### src/hdl/alscd_pkg.sv
package alscd_pkg;

	// Bus address and command set
	localparam logic [6:0] SLAVE_ADDR = 7'h39;
	localparam logic [7:0] CMD_CONV_START = 8'h00;
	localparam logic [7:0] CMD_CONV_FINISH = 8'h03;
	localparam logic [7:0] CMD_SEL_CLR0 = 8'h1d;
	localparam logic [7:0] CMD_SEL_DEFAULT = 8'h18;
	localparam logic [7:0] CMD_RD_LSB = 8'h43;
	localparam logic [7:0] CMD_RD_MSB = 8'h83;
	localparam logic [7:0] CMD_SEL_SET1 = 8'h88;
	localparam logic [7:0] CMD_SEL_SET2 = 8'h90;

	// Integration select field
	localparam int SEL_W = 3;
	localparam int SEL_BIT0 = 0;
	localparam int SEL_BIT1 = 1;
	localparam int SEL_BIT2 = 2;
	localparam logic [2:0] SEL_400 = 3'h0;
	localparam logic [2:0] SEL_200 = 3'h1;
	localparam logic [2:0] SEL_100 = 3'h2;
	localparam logic [2:0] SEL_TEST = 3'h3;
	localparam logic [2:0] SEL_SIM = 3'h4;
	localparam logic [2:0] SEL_RESET = SEL_200;

	// Widths
	localparam int COUNT_W = 16;
	localparam int TIMER_W = 26;
	localparam int BITCNT_W = 3;

	// Integration times and their cycle counts at 125 MHz
	localparam real CLK_PERIOD_NS = 8.0;
	localparam real T_400_MS = 400.0;
	localparam real T_200_MS = 200.0;
	localparam real T_100_MS = 100.0;
	localparam real T_TEST_MS = 16.7;
	localparam real T_SIM_MS = 1.0;
	localparam int CYC_400 = int'($floor(T_400_MS * 1.0e6 / CLK_PERIOD_NS));
	localparam int CYC_200 = int'($floor(T_200_MS * 1.0e6 / CLK_PERIOD_NS));
	localparam int CYC_100 = int'($floor(T_100_MS * 1.0e6 / CLK_PERIOD_NS));
	localparam int CYC_TEST = int'($floor(T_TEST_MS * 1.0e6 / CLK_PERIOD_NS));
	localparam int CYC_SIM = int'($floor(T_SIM_MS * 1.0e6 / CLK_PERIOD_NS));

	// Open-drain data pin drive
	typedef struct packed {
		logic o;
		logic oe;
	} alscd_pin_s;

	typedef enum {
		ST_IDLE,
		ST_ADDR,
		ST_ADDR_ACK,
		ST_WRITE,
		ST_WRITE_ACK,
		ST_READ,
		ST_READ_ACK,
		ST_WAIT_STOP
	} alscd_state_e;

endpackage

### src/hdl/alscd_conv.sv
`timescale 1ns/1ps
module alscd_conv #(
	parameter int CYC_400 = alscd_pkg::CYC_400,
	parameter int CYC_200 = alscd_pkg::CYC_200,
	parameter int CYC_100 = alscd_pkg::CYC_100,
	parameter int CYC_TEST = alscd_pkg::CYC_TEST,
	parameter int CYC_SIM = alscd_pkg::CYC_SIM
) (
	// Clock and reset
	input wire logic clk,
	input wire logic reset,
	// Control
	input wire logic start,
	input wire logic finish,
	input wire logic [alscd_pkg::SEL_W-1:0] sel,
	// Front end
	input wire logic light_pulse,
	// Results
	output logic active,
	output logic [alscd_pkg::COUNT_W-1:0] count
);
	logic lp_s1_r;
	logic lp_s2_r;
	logic lp_d_r;
	logic [alscd_pkg::TIMER_W-1:0] timer_r;
	logic [alscd_pkg::TIMER_W-1:0] window;
	logic [alscd_pkg::COUNT_W-1:0] accum_r;
	logic active_r;
	logic [alscd_pkg::COUNT_W-1:0] count_r;

	always_ff @(posedge clk) begin
		if (reset) begin
			lp_s1_r <= 1'b0;
			lp_s2_r <= 1'b0;
			lp_d_r <= 1'b0;
		end else begin
			lp_s1_r <= light_pulse;
			lp_s2_r <= lp_s1_r;
			lp_d_r <= lp_s2_r;
		end
	end

	// Reserved codes fall back to the default window rather than stall
	always_comb begin
		unique case (sel)
			alscd_pkg::SEL_400: window = alscd_pkg::TIMER_W'(CYC_400 - 1);
			alscd_pkg::SEL_100: window = alscd_pkg::TIMER_W'(CYC_100 - 1);
			alscd_pkg::SEL_TEST: window = alscd_pkg::TIMER_W'(CYC_TEST - 1);
			alscd_pkg::SEL_SIM: window = alscd_pkg::TIMER_W'(CYC_SIM - 1);
			default: window = alscd_pkg::TIMER_W'(CYC_200 - 1);
		endcase
	end

	always_ff @(posedge clk) begin
		if (reset) begin
			active_r <= 1'b0;
			timer_r <= '0;
		end else if (start) begin
			active_r <= 1'b1;
			timer_r <= '0;
		end else if (finish) begin
			active_r <= 1'b0;
		end else if (active_r && timer_r >= window) begin
			active_r <= 1'b0;
		end else if (active_r) begin
			timer_r <= timer_r + 1'b1;
		end
	end

	// Saturate instead of wrapping so bright light never reads as dark
	always_ff @(posedge clk) begin
		if (reset) begin
			accum_r <= '0;
		end else if (start) begin
			accum_r <= '0;
		end else if (active_r && lp_s2_r && !lp_d_r && !(&accum_r)) begin
			accum_r <= accum_r + 1'b1;
		end
	end

	always_ff @(posedge clk) begin
		if (reset) begin
			count_r <= '0;
		end else if (finish) begin
			count_r <= accum_r;
		end
	end

	assign active = active_r;
	assign count = count_r;
endmodule

### src/hdl/alscd_top.sv
`timescale 1ns/1ps
// Function
// - Select 000, 001, 010 integrate 400, 200, 100 ms.
// - Select resets to 001; command 0x18 restores 001.
// - Select 011 integrates 16.7 ms, 100 integrates 1.0 ms.
// - One data byte per transaction, write or read.
// - Only seven-bit address 0x39 is answered.
// - Command 0x00 starts a conversion.
// - Command 0x03 finishes the conversion and latches the count.
// - After 0x43 a read returns the count low byte.
// - After 0x83 a read returns the count high byte.
// - Command 0x1d clears select bit 0 only.
// - Command 0x88 sets select bit 1, 0x90 sets bit 2.
// - No repeated START; every transaction ends with STOP.
// - Write: ack address, then ack eight command bits, MSB first.
// - Read: ack address, send eight bits MSB first, master NACKs.
module alscd_top #(
	parameter int CYC_400 = alscd_pkg::CYC_400,
	parameter int CYC_200 = alscd_pkg::CYC_200,
	parameter int CYC_100 = alscd_pkg::CYC_100,
	parameter int CYC_TEST = alscd_pkg::CYC_TEST,
	parameter int CYC_SIM = alscd_pkg::CYC_SIM
) (
	// Clock and reset
	input wire logic clk,
	input wire logic reset,
	// Serial bus pins
	input wire logic scl_i,
	input wire logic sda_i,
	output alscd_pkg::alscd_pin_s sda_drv,
	// Light front end
	input wire logic light_pulse,
	// Status
	output logic [alscd_pkg::SEL_W-1:0] integration_select,
	output logic conv_active
);
	logic scl_s1_r;
	logic scl_s2_r;
	logic scl_d_r;
	logic sda_s1_r;
	logic sda_s2_r;
	logic sda_d_r;
	logic scl_rise;
	logic scl_fall;
	logic start_det;
	logic stop_det;

	alscd_pkg::alscd_state_e state_r;
	logic [alscd_pkg::BITCNT_W-1:0] bit_cnt_r;
	logic [7:0] shift_r;
	logic ack_phase_r;
	logic rw_r;
	logic [7:0] cmd_byte_r;
	logic cmd_valid_r;
	alscd_pkg::alscd_pin_s pin_r;

	logic [alscd_pkg::SEL_W-1:0] sel_r;
	logic rd_msb_r;
	logic conv_start_r;
	logic conv_finish_r;
	logic [alscd_pkg::COUNT_W-1:0] count;
	logic [7:0] rd_byte;

	// Pins cross into the clk domain through two flops each
	always_ff @(posedge clk) begin
		if (reset) begin
			scl_s1_r <= 1'b1;
			scl_s2_r <= 1'b1;
			scl_d_r <= 1'b1;
			sda_s1_r <= 1'b1;
			sda_s2_r <= 1'b1;
			sda_d_r <= 1'b1;
		end else begin
			scl_s1_r <= scl_i;
			scl_s2_r <= scl_s1_r;
			scl_d_r <= scl_s2_r;
			sda_s1_r <= sda_i;
			sda_s2_r <= sda_s1_r;
			sda_d_r <= sda_s2_r;
		end
	end

	assign scl_rise = scl_s2_r && !scl_d_r;
	assign scl_fall = !scl_s2_r && scl_d_r;
	assign start_det = scl_s2_r && scl_d_r && !sda_s2_r && sda_d_r;
	assign stop_det = scl_s2_r && scl_d_r && sda_s2_r && !sda_d_r;

	assign rd_byte = rd_msb_r ? count[15:8] : count[7:0];

	// Bus protocol engine; data changes only while the clock line is low
	always_ff @(posedge clk) begin
		if (reset) begin
			state_r <= alscd_pkg::ST_IDLE;
			bit_cnt_r <= '0;
			shift_r <= 8'h00;
			ack_phase_r <= 1'b0;
			rw_r <= 1'b0;
			cmd_byte_r <= 8'h00;
			cmd_valid_r <= 1'b0;
			pin_r <= '0;
		end else begin
			cmd_valid_r <= 1'b0;
			pin_r.o <= 1'b0;
			if (stop_det) begin
				state_r <= alscd_pkg::ST_IDLE;
				pin_r.oe <= 1'b0;
			end else if (start_det) begin
				bit_cnt_r <= '0;
				pin_r.oe <= 1'b0;
				// Repeated START is not honoured; sit out until STOP
				if (state_r == alscd_pkg::ST_IDLE) begin
					state_r <= alscd_pkg::ST_ADDR;
				end else begin
					state_r <= alscd_pkg::ST_WAIT_STOP;
				end
			end else begin
				unique case (state_r)
					alscd_pkg::ST_IDLE: begin
					end
					alscd_pkg::ST_ADDR: begin
						if (scl_rise) begin
							shift_r <= {shift_r[6:0], sda_s2_r};
							bit_cnt_r <= bit_cnt_r + 1'b1;
							if (bit_cnt_r == 3'h7) begin
								ack_phase_r <= 1'b0;
								rw_r <= sda_s2_r;
								if (shift_r[6:0] == alscd_pkg::SLAVE_ADDR) begin
									state_r <= alscd_pkg::ST_ADDR_ACK;
								end else begin
									state_r <= alscd_pkg::ST_WAIT_STOP;
								end
							end
						end
					end
					alscd_pkg::ST_ADDR_ACK: begin
						if (scl_fall) begin
							if (!ack_phase_r) begin
								pin_r.oe <= 1'b1;
								ack_phase_r <= 1'b1;
							end else begin
								ack_phase_r <= 1'b0;
								bit_cnt_r <= '0;
								if (rw_r) begin
									shift_r <= rd_byte;
									pin_r.oe <= !rd_byte[7];
									state_r <= alscd_pkg::ST_READ;
								end else begin
									pin_r.oe <= 1'b0;
									state_r <= alscd_pkg::ST_WRITE;
								end
							end
						end
					end
					alscd_pkg::ST_WRITE: begin
						if (scl_rise) begin
							shift_r <= {shift_r[6:0], sda_s2_r};
							bit_cnt_r <= bit_cnt_r + 1'b1;
							if (bit_cnt_r == 3'h7) begin
								cmd_byte_r <= {shift_r[6:0], sda_s2_r};
								cmd_valid_r <= 1'b1;
								state_r <= alscd_pkg::ST_WRITE_ACK;
							end
						end
					end
					alscd_pkg::ST_WRITE_ACK: begin
						if (scl_fall) begin
							if (!ack_phase_r) begin
								pin_r.oe <= 1'b1;
								ack_phase_r <= 1'b1;
							end else begin
								pin_r.oe <= 1'b0;
								ack_phase_r <= 1'b0;
								// Further bytes go unacknowledged
								state_r <= alscd_pkg::ST_WAIT_STOP;
							end
						end
					end
					alscd_pkg::ST_READ: begin
						if (scl_fall) begin
							if (bit_cnt_r == 3'h7) begin
								pin_r.oe <= 1'b0;
								state_r <= alscd_pkg::ST_READ_ACK;
							end else begin
								bit_cnt_r <= bit_cnt_r + 1'b1;
								shift_r <= {shift_r[6:0], 1'b0};
								pin_r.oe <= !shift_r[6];
							end
						end
					end
					alscd_pkg::ST_READ_ACK: begin
						if (scl_rise) begin
							state_r <= alscd_pkg::ST_WAIT_STOP;
						end
					end
					alscd_pkg::ST_WAIT_STOP: begin
					end
				endcase
			end
		end
	end

	// Command decoder
	always_ff @(posedge clk) begin
		if (reset) begin
			sel_r <= alscd_pkg::SEL_RESET;
			rd_msb_r <= 1'b0;
			conv_start_r <= 1'b0;
			conv_finish_r <= 1'b0;
		end else begin
			conv_start_r <= 1'b0;
			conv_finish_r <= 1'b0;
			if (cmd_valid_r) begin
				unique case (cmd_byte_r)
					alscd_pkg::CMD_CONV_START: conv_start_r <= 1'b1;
					alscd_pkg::CMD_CONV_FINISH: conv_finish_r <= 1'b1;
					alscd_pkg::CMD_SEL_CLR0: sel_r[alscd_pkg::SEL_BIT0] <= 1'b0;
					alscd_pkg::CMD_SEL_DEFAULT: sel_r <= alscd_pkg::SEL_RESET;
					alscd_pkg::CMD_RD_LSB: rd_msb_r <= 1'b0;
					alscd_pkg::CMD_RD_MSB: rd_msb_r <= 1'b1;
					alscd_pkg::CMD_SEL_SET1: sel_r[alscd_pkg::SEL_BIT1] <= 1'b1;
					alscd_pkg::CMD_SEL_SET2: sel_r[alscd_pkg::SEL_BIT2] <= 1'b1;
					default: begin
					end
				endcase
			end
		end
	end

	alscd_conv #(
		.CYC_400(CYC_400),
		.CYC_200(CYC_200),
		.CYC_100(CYC_100),
		.CYC_TEST(CYC_TEST),
		.CYC_SIM(CYC_SIM)
	) u_conv (
		.clk(clk),
		.reset(reset),
		.start(conv_start_r),
		.finish(conv_finish_r),
		.sel(sel_r),
		.light_pulse(light_pulse),
		.active(conv_active),
		.count(count)
	);

	assign sda_drv = pin_r;
	assign integration_select = sel_r;
endmodule

### config.mk
export PLATFORM = sky130hd
export DESIGN_NAME = alscd_top
export DESIGN_NICKNAME = d
export VERILOG_FILES = /design/src/hdl/alscd_pkg.sv /design/src/hdl/alscd_conv.sv /design/src/hdl/alscd_top.sv
export SDC_FILE = /design/constraint.sdc
export NUM_CORES = 1
export LEC_CHECK = 0
export CORE_MARGIN = 4
export CORE_UTILIZATION = 69
export CTS_CLUSTER_DIAMETER = 120
export DETAILED_ROUTE_END_ITERATION = 16
export DONT_BUFFER_PORTS = 1
export PLACE_DENSITY = 0.93
export REMOVE_ABC_BUFFERS = 1
export SETUP_SLACK_MARGIN = 0.3
export SLEW_MARGIN = 20
export SYNTH_ARGS = -nofsm -noshare
export SYNTH_HDL_FRONTEND = slang
export SYNTH_SLANG_ARGS = --single-unit
### constraint.sdc
create_clock -name clk -period 4.65 [get_ports clk]
set_clock_uncertainty 0.05 [all_clocks]
set_input_delay 0.2325 -clock clk [delete_from_list [all_inputs] [get_ports clk]]
set_output_delay 0.2325 -clock clk [all_outputs]
set_load 0.01 [all_outputs]
Yosys cells after proc, flatten, opt, wreduce, memory -nomap -nowiden
Index checks and enable logic that the tools add are counted.

Reductions and logical operators: 52. Mux-type cells: 53. Equality and inequality tests: 41. Add/sub/neg operators: 3. Bitwise gates (word level): 7. Magnitude comparators: 1.

Operators with widths (number): 32-bit 2-to-1 mux (12); 32-bit one-hot mux with 6 select lines (1); 26-bit one-hot mux with 4 select lines (1); 32-bit by 3-bit equality test with 1-bit output, second input constant (3); 32-bit by 2-bit equality test with 1-bit output, second input constant (2); 7-bit 2-to-1 mux (6); 3-bit inequality test, second input constant (12); 32-bit by 1-bit equality test with 1-bit output, second input constant (1); 32-bit logical NOT (1); 3-bit 2-to-1 mux (9); 26-bit by 1-bit adder with 26-bit output, second input constant (1); 26-bit >= comparator (1); 8-bit equality test, second input constant (3); 7-bit one-hot mux with 3 select lines (1); 16-bit by 1-bit adder with 16-bit output, second input constant (1); 8-bit by 5-bit equality test with 1-bit output, second input constant (2); 2-bit inequality test, second input constant (8); 16-bit AND reduction (1); 1-bit 2-to-1 mux (15); 12-bit AND reduction (1); 1-bit logical AND (11); 1-bit one-hot mux with 2 select lines (5); 5-bit AND reduction (2); 2-bit nonzero test (5); other kinds (27) (52).

Output and inout port bits: 6. Bits of input ports: 5. Logic and storage cells: 185. Register bits after elaboration: 129.

Logic depth before layout (Yosys ltp)
Gate-level depths: netlist (run 1).

Depth in word-level cells: 7. Gate-level depth with buffers: 13. Depth with buffers taken out: 11.

Modules after synthesis
Synthesis (run 1) repeated with hierarchy kept, for this count alone.

Cell total of the unflattened synthesis: 601. Area total of the unflattened synthesis: 5232.5 µm².

Modules (own cells, without submodules): alscd_conv (area each 3333.2 µm², seq. area each 1241.2 µm², times used 1, cells an instance 385); alscd_top (area each 1899.3 µm², seq. area each 740.7 µm², times used 1, cells an instance 216).

Least setup slack after synthesis (run 1)
OpenSTA, ideal clock, no wires.

Path type: reg-to-reg. Start: reg sel_r (netlist bit integration_select[0]). End: reg u_conv.timer_r[17] in the netlist's numbering. Stages on the path, launching flop included: 11. Clock period less this slack: 2.826 ns. Library setup time: 0.070 ns. Slack: 1.824 ns. Required time: 4.530 ns. Arrival: 2.705 ns. Buffers on the path: 0. Path through: dfxtp_1 nor2_1 and2_1 or2_2 ha_1 a21oi_1 o21a_1 o211ai_1 or3b_4 or4_1 a21oi_1.

Cells in the longest elaborated chain, start to end: 6. Elaborated cells on any way between the ends: 9. Classes of those cells: 1 x order compare; 3 x eq/ne; 1 x mux; 1 x bitwise; 3 x reduce/logical.

RTL lines: start, declared (RTL line alscd_top.sv:57) `logic [alscd_pkg::SEL_W-1:0] sel_r;`; start signal, assigned (RTL line alscd_top.sv:205) `sel_r <= alscd_pkg::SEL_RESET;`; start signal, assigned (RTL line alscd_top.sv:217) `alscd_pkg::CMD_SEL_DEFAULT: sel_r <= alscd_pkg::SEL_RESET;`; 3-bit equality test, or another cell as far along (RTL line alscd_conv.sv:45) `unique case (sel)`; 26-bit one-hot mux with 4 select lines * (RTL line alscd_conv.sv:45); 26-bit >= comparator * (RTL line alscd_conv.sv:63) `end else if (active_r && timer_r >= window) begin`; 1-bit logical AND * (RTL line alscd_conv.sv:63); 1-bit inverter (no line) *; 3-bit AND reduction (no line) *; end signal, assigned (RTL line alscd_conv.sv:66) `timer_r <= timer_r + 1'b1;`; end, declared (RTL line alscd_conv.sv:25) `logic [alscd_pkg::TIMER_W-1:0] timer_r;`.

Mark *: on every way between the ends. The rest lies on a longest branch, timed or not. A chain may end at the register's enable or synchronous reset.

Final worst setup path (run 1)
Start: reg sel_r (netlist bit integration_select[0]). End: reg u_conv.timer_r[18] in the netlist's numbering.

Same word-level chain as after synthesis.

==> results.md, run 1 <==
* Crit path arrival time at 3.55 ns
* Clock buffer count from CTS at 9
* Root Buffer: clkbuf_8
* Mapped Area at roughly 5200 um2
* 1st-iter DRT viols at 376
* Final period util at 71.0%
* Mapped Cells at 596
* Relative slew slack at approximately a third
* Total grt overflow at 0
* Core area at around 7300 um2
* RD Place Congestion at 1.02
* Antenna-violating nets left at 0
* Commonest non-fill, non-tap cells in the layout: dfxtp_1, nor2_1, mux2i_1
* Share of layout cells above drive strength 1 at 6.48%
* Mean Syn Cell Area at 8.67 um2
* Fin. max-slew vios at 0
* Min-delay src: reset
* Die ar. at 8940 um2
* CP Class: flop to flop
* # DRC at 0
* DR vias at 4438
* Max-cap violation count at 0
* Final Hold Viols at 0
* Tmin final at 3.30 ns
* Final setup vio count at 0
* Hold Path Class: input pin to flop
* Seq pwr share at 54.2%
* Worst Path Max Fanout at 51
* Crit. End Element: flop
* WL final at about 12000 um
* Origin of the critical flop-to-flop path: integration_select[0]
* Avg WL per Cell at about 17 um
* Vias in the first global route at 4193
* TritonCTS clock tree: done
* Max incr delay on CP at 0.55 ns
* Sw frac at 30.3%
* Buffer and inverter count on the worst path at 1
* Peak supply drop at 235 uV
* Fin Setup TNS at 0 ns
* P_leak at 0.00198 uW
* Largest family of logic cells by synthesized area: simple AND/OR/NAND/NOR gates
* Initial Utilization at 71.2%
* CTS Sinks at 99
* Synth Area in Adders at 6.30%
* Post-DR vias/cell at about 6.5
* Post-CTS Setup Inserts at 0
* Combinational share of power at approximately an eighth
* Die width at 94.5 um
* Share of the synthesized area in the top cell type at 38.4%
* #FFs+latches synth at 99
* Initial antenna violation count at 0
* Most common cell after layout, fill and taps aside: dfxtp_1
* Row cnt at 31
* Area growth from synthesis to layout at 5.28%
* GRT Util Overall at 27.7%
* Filler cells at 541
* Worst-path cell chain: nor2_1 -> and2_1 -> or2_2 -> ha_1 -> a211oi_1 -> o21ai_1 -> o2111ai_1 -> a2111oi_4 -> buf_4 -> or4_1 -> a21oi_1
* First-pass GRT wire length at roughly 20000 um
* Post-synthesis simple-gate area fraction at 25.7%
* # IOs at 11
* Synth Flop Type: dfxtp_1
* CP max-delay cell: or4_1
* Clock Tree Buf Depth at 2
* Clock Power Share at about a third
* Worst slew pin tran at 0.973 ns
* Worst-skew pair later-pin latency at between 0.3 and 0.4 ns
* Setup WS pre-CTS at roughly 1.4 ns
* Mux contribution to synthesized area at 8.91%
* Area leader, netlist: dfxtp_1
* CP Launch Type: flop
* Synth top area cells: dfxtp_1, mux2i_1, ha_1
* Maximum clock rate at 0.303 GHz
* Status: complete, no violations
* Sequential element share of the synthesized area at 38.4%
* Count of different cell masters after synthesis at 63
* Worst path required time at 4.90 ns
* NetSw at roughly 520 uW
* Origin of the worst setup path: integration_select[0]
* Die Height at 94.5 um
* Int Pwr at 1190 uW
* Largest net degree at the start of global routing at 52
* Reg clk slew, reported paths at 0.10 ns
* RSZ-0062 raised after global routing: no
* Cell Pwr Density at 314 nW/um2
* Drt pass-1 iters at 5
* Post-synth ARST share at 0%
* Setup slack after layout at 1.35 ns
* Xor and xnor area share after synthesis at 2.71%
* Delay-heaviest family, CP: simple AND/OR/NAND/NOR gates
* Port buffer count at 0
* Nets@finish at 612
* H-tree depth at 3
* Compound-Gate Fraction of Synth Area at between 10% and 20%
* Yosys warning count at 0
* Antenna diodes at 0
* Post-DP HPWL at between 8000 and 9000 um
* Post-synth EDFFs at 0
## metrics by stage
step	utilization, %	std cells	total power, uW	cell area, um2	hold slack, ns
2_1_floorplan	-	563	1100	5030	0.252
3_3_place_gp	71.5	665	1140	5190	0.260
3_5_place_dp	71.5	665	1150	5190	0.260
4_1_cts	75.0	685	1700	5440	0.0118
5_1_grt	75.0	685	1770	5440	0.00321
6_report	75.0	685	1710	5440	0.0203
## synthesized netlist by cell type (3+ instances only)
cell      count
a211oi_1      3
a21oi_1      41
and2_1        3
and3_1       10
and4_1        4
buf_1         3
buf_4         3
clkbuf_1     25
dfxtp_1      99
ha_1         26
inv_1        12
mux2i_1      46
nand2_1      43
nand2b_1      7
nand3_1      26
nand4_1       7
nand4b_1      4
nor2_1       77
nor2b_1       9
nor3_1       11
o21ai_0      13
o21ai_1       4
o31ai_1      21
o41ai_1       4
or2_2         9
or4_1        19
or4b_1        3
xnor2_1       4
xor2_1       12
## path summary, 6_finish.rpt
kind                        end  slack (ns)  depth (start not counted)
min                  state_r[0]        0.02                          2
max reg2reg  u_conv.timer_r[18]        1.35                         11
max          u_conv.timer_r[18]        1.35                         11
min reg2reg            sda_s2_r        0.38                          1
## what timing repair did
item | in CTS | in global routing
resized for setup | 0 | 0
hold buffers | 4 | 0
hold endpoints to repair | 51 | 0
## flip-flops by register name (all words and copies together), names as in the netlist, 3 cells and up
register	cells
u_conv.timer_r	26
shift_r	7
integration_select	3
state_r	3
u_conv.count	16
cmd_byte_r	8
bit_cnt_r	3
u_conv.accum_r	16
## logic make-up after synthesis
logic type | Yosys count
AO/OA/AOI/OAI | 112
flip-flops | 99
AND/OR/NAND/NOR | 251
adder cells (fa/ha/maj) | 26
buffers and inverters | 45
multiplexers | 46
XOR/XNOR | 16
other | 1
## power groups by stage
stage          Sequential (uW)  Combinational, uW  Clock, uW
2_1_floorplan              926                179          0
4_1_cts                    922                223        559
3_5_place_dp               943                212          0
5_1_grt                    932                246        597
6_report                   926                227        555
3_3_place_gp               940                203          0
## metal layers
metal	global-route usage, %	vias up	wire length (um)	part of all wire [%]
met4	8.89	0	203	1.7
met1	35.9	2101	5190	45
li1	-	2135	-	-
met3	7.17	33	680	5.8
met2	45.3	169	5560	48
met5	0	-	0	0
## area by class of cell
cell class                      count  area, um2  area share (%)
Clock buffer                       10        138            2.53
Sequential cell                    99       1980            36.4
Timing Repair Buffer                7       72.6            1.33
Multi-Input combinational cell    452       3020            55.4
Inverter                           12       45.0           0.828
Clock inverter                      6       63.8            1.17
Tap cell                           99        124            2.28
Note: power is estimated with default switching activity, not from simulation.
==> run 2, diff against run 1 <==
--- a/config.mk
+++ b/config.mk
@@ -5,12 +5,13 @@
 export SDC_FILE = /design/constraint.sdc
 export NUM_CORES = 1
 export LEC_CHECK = 0
+export ABC_AREA = 1
 export CORE_MARGIN = 4
-export CORE_UTILIZATION = 69
+export CORE_UTILIZATION = 64
 export CTS_CLUSTER_DIAMETER = 120
 export DETAILED_ROUTE_END_ITERATION = 16
 export DONT_BUFFER_PORTS = 1
-export PLACE_DENSITY = 0.93
+export PLACE_DENSITY = 0.88
 export REMOVE_ABC_BUFFERS = 1
 export SETUP_SLACK_MARGIN = 0.3
 export SLEW_MARGIN = 20
==> constraint.sdc (replaced) <==
create_clock -name clk -period 3.1 [get_ports clk]
set_clock_uncertainty 0.05 [all_clocks]
set_input_delay 0.155 -clock clk [delete_from_list [all_inputs] [get_ports clk]]
set_output_delay 0.155 -clock clk [all_outputs]
set_load 0.01 [all_outputs]
==> run 2 against run 1 <==
  * First-iteration DRC count is 17% lower
  * Via count grew 22%
  * Hold slack better by 0.028 ns
  * Sequential share of layout area down 2.8 points
  * Synthesized cell count rose by 42%
  * Critical endpoint is now u_conv.timer_r[9]
  * Largest cell class unchanged
==> results.md, run 2 <==
* Fin Setup TNS at 0 ns (unchanged)
* Final Hold Viols at 0 (unchanged)
* Post-DR vias/cell at 5.69 (-12%)
* RSZ-0062 raised after global routing: no
* Worst Path Max Fanout at 13 (-75%)
* Antenna-violating nets left at 0 (unchanged)
* 1st-iter DRT viols at 312 (-17%)
* Worst-skew pair later-pin latency at 0.37 ns (about the same)
* Peak supply drop at 375 uV (+59%)
* H-tree depth at 3 (unchanged)
* Core area at 8380 um2 (+16%)
* GRT Util Overall at 27.8% (+0.070 points)
* Clock Tree Buf Depth at 2 (unchanged)
* Port buffer count at 0 (unchanged)
* Worst slew pin tran at 0.752 ns (-0.221 ns)
* Share of layout cells above drive strength 1 at 6.51% (+0.024 points)
* Antenna diodes at 0 (unchanged)
* #FFs+latches synth at 99 (unchanged)
* Count of different cell masters after synthesis at 40 (-37%)
* Initial Utilization at 66.9% (-4.4 points)
* Most common cell after layout, fill and taps aside: nand2_1
* Root Buffer: clkbuf_8
* Drt pass-1 iters at 5 (unchanged)
* Hold Path Class: input pin to flop
* Row cnt at 33 (+6.5%)
* Post-synth ARST share at 0% (unchanged)
* Filler cells at 714 (+32%)
* Mapped Cells at 844 (+42%)
* TritonCTS clock tree: done
* Fin. max-slew vios at 0 (unchanged)
* Vias in the first global route at 5178 (+23%)
* First-pass GRT wire length at 23200 um (+16%)
* # IOs at 11 (unchanged)
* Final period util at 83.4% (+12 points)
* # DRC at 0 (unchanged)
* Area growth from synthesis to layout at 5.20% (about the same)
* CP Class: flop to flop
* Crit path arrival time at 2.83 ns (-0.72 ns)
* Final Core Density at 70.3% (-4.7 points)
* CP Launch Type: flop
* Maximum clock rate at 0.387 GHz (+28%)
* Post-synth EDFFs at 0 (unchanged)
* Worst path required time at 3.35 ns (-1.55 ns)
* Largest net degree at the start of global routing at 41 (-21%)
* Area leader, netlist: dfxtp_1
* Status: complete, no violations
* Sequential element share of the synthesized area at 35.4% (-3.0 points)
* Clock buffer count from CTS at 9 (unchanged)
* Max reg flops at 26 (unchanged)
* Die Height at 102 um (+7.4%)
* RD Place Congestion at 1.03 (+1.5%)
* Post-DP HPWL at 10100 um (+25%)
* Synth Flop Type: dfxtp_1
* Yosys warning count at 0 (unchanged)
* Die width at 102 um (+7.4%)
* Mean Syn Cell Area at 6.64 um2 (-23%)
* Mapped Area at 5600 um2 (+8.5%)
* Avg WL per Cell at 14.4 um (-15%)
* Relative slew slack at 49.4% (+14 points)
* DR vias at 5409 (+22%)
* Cell Pwr Density at 435 nW/um2 (+39%)
* Crit. End Element: flop
* CTS Sinks at 99 (unchanged)
* Hold WS at 0.0487 ns (+0.0283 ns)
* Die ar. at 10300 um2 (+15%)
* Total grt overflow at 0 (unchanged)
* Initial antenna violation count at 0 (unchanged)
* Share of the synthesized area in the top cell type at 35.4% (-3.0 points)
* P_leak at 0.00235 uW (+19%)
* Synth top area cells: dfxtp_1, nand2_1, a21oi_1
* WL final at 13700 um (+18%)
* Tmin final at 2.58 ns (-0.719 ns)
* Nets@finish at 871 (+42%)
* Most common cell in the synthesized netlist: nand2_1
* Commonest non-fill, non-tap cells in the layout: nand2_1, dfxtp_1, nor2_1
* Largest Register: u_conv.timer_r
* Final setup vio count at 0 (unchanged)
* Max-cap violation count at 0 (unchanged)
* Reg clk slew, reported paths at 0.10 ns (about the same)
* Commonest cells post-synth: nand2_1, dfxtp_1, nor2_1
-- run 2: changes by cell type in the layout (fill, tap and decap cells not counted), moves of 29 or more --
cell and delta:
o21ai_0 +33, inv_1 +73, nand3_1 +29, a21oi_1 +41
nand2_1 +164, mux2i_1 -45
-- run 2: worst paths after layout --
check	startpoint	endpoint	slack (ns)	cells after the start
setup / recovery	integration_select[1]	u_conv.timer_r[9]	0.52	15
setup reg to reg	integration_select[1]	u_conv.timer_r[9]	0.52	15
hold reg to reg	u_conv.lp_s1_r	u_conv.lp_s2_r	0.37	2
hold / removal	reset	u_conv.accum_r[1]	0.05	3
-- run 2: cell type report --
class / count / area [um2] / share of cell area [%]
multi-input combinational: 620 / 3140 / 53.2
sequential: 99 / 1980 / 33.7
tap: 105 / 131 / 2.23
timing repair buffer: 10 / 88.8 / 1.51
inverter: 100 / 375 / 6.37
clock inverter: 6 / 52.6 / 0.891
clock buffer: 10 / 128 / 2.16
-- run 2: power breakdown --
part           internal [uW]  total [uW]  switching, uW
logic                    131         410            278
registers               1320        1370           50.0
clock network            308         782            474
total                   1760        2560            802
-- run 2: cells by family after synthesis --
logic type / share of synthesized area [%]
DFF: 35.4
muxes: 0.179
and+or+nand+nor: 31.5
adders and majority gates: 5.80
buffers and inverters: 9.06
other: 0.0669
AOI/OAI and AO/OA: 14.3
xor gates and xnor gates: 3.75
-- run 2: critical path: stages (launching register included) --
cell     delay (ns)
dfxtp_2        0.41
inv_1          0.07
nor2_2         0.13
inv_1          0.08
nor2_4         0.13
inv_1          0.07
o21ai_0        0.14
ha_1           0.32
a21oi_1        0.18
o21ai_1        0.10
nand2_1        0.07
nand3_1        0.10
nor2_4         0.19
buf_4          0.23
nand3_1        0.09
a21oi_1        0.15
-- run 2: layer usage --
layer	GRT usage [%]	part of all wire (%)
met1	33.8	42
met5	0	0
met2	48.7	49
met3	4.89	5.7
met4	10.9	3.0
-- run 2: repair_timing --
action | 4_1_cts | 5_1_grt
setup buffers | 0 | 0
endpoints found under the setup margin | 0 | 27
hold endpoints to repair | 17 | 0
resized for setup | 0 | 8
hold buffers | 4 | 0
-- run 2: stage by stage --
stage               area, um2  power, uW  cells  setup WS [ns]
global placement         5650       1770    930          0.404
detailed placement       5650       1790    930          0.340
floorplan                5470       1700    819          0.558
global route             5900       2680    950          0.288
CTS                      5870       2570    950          0.315
finish                   5900       2560    950          0.515
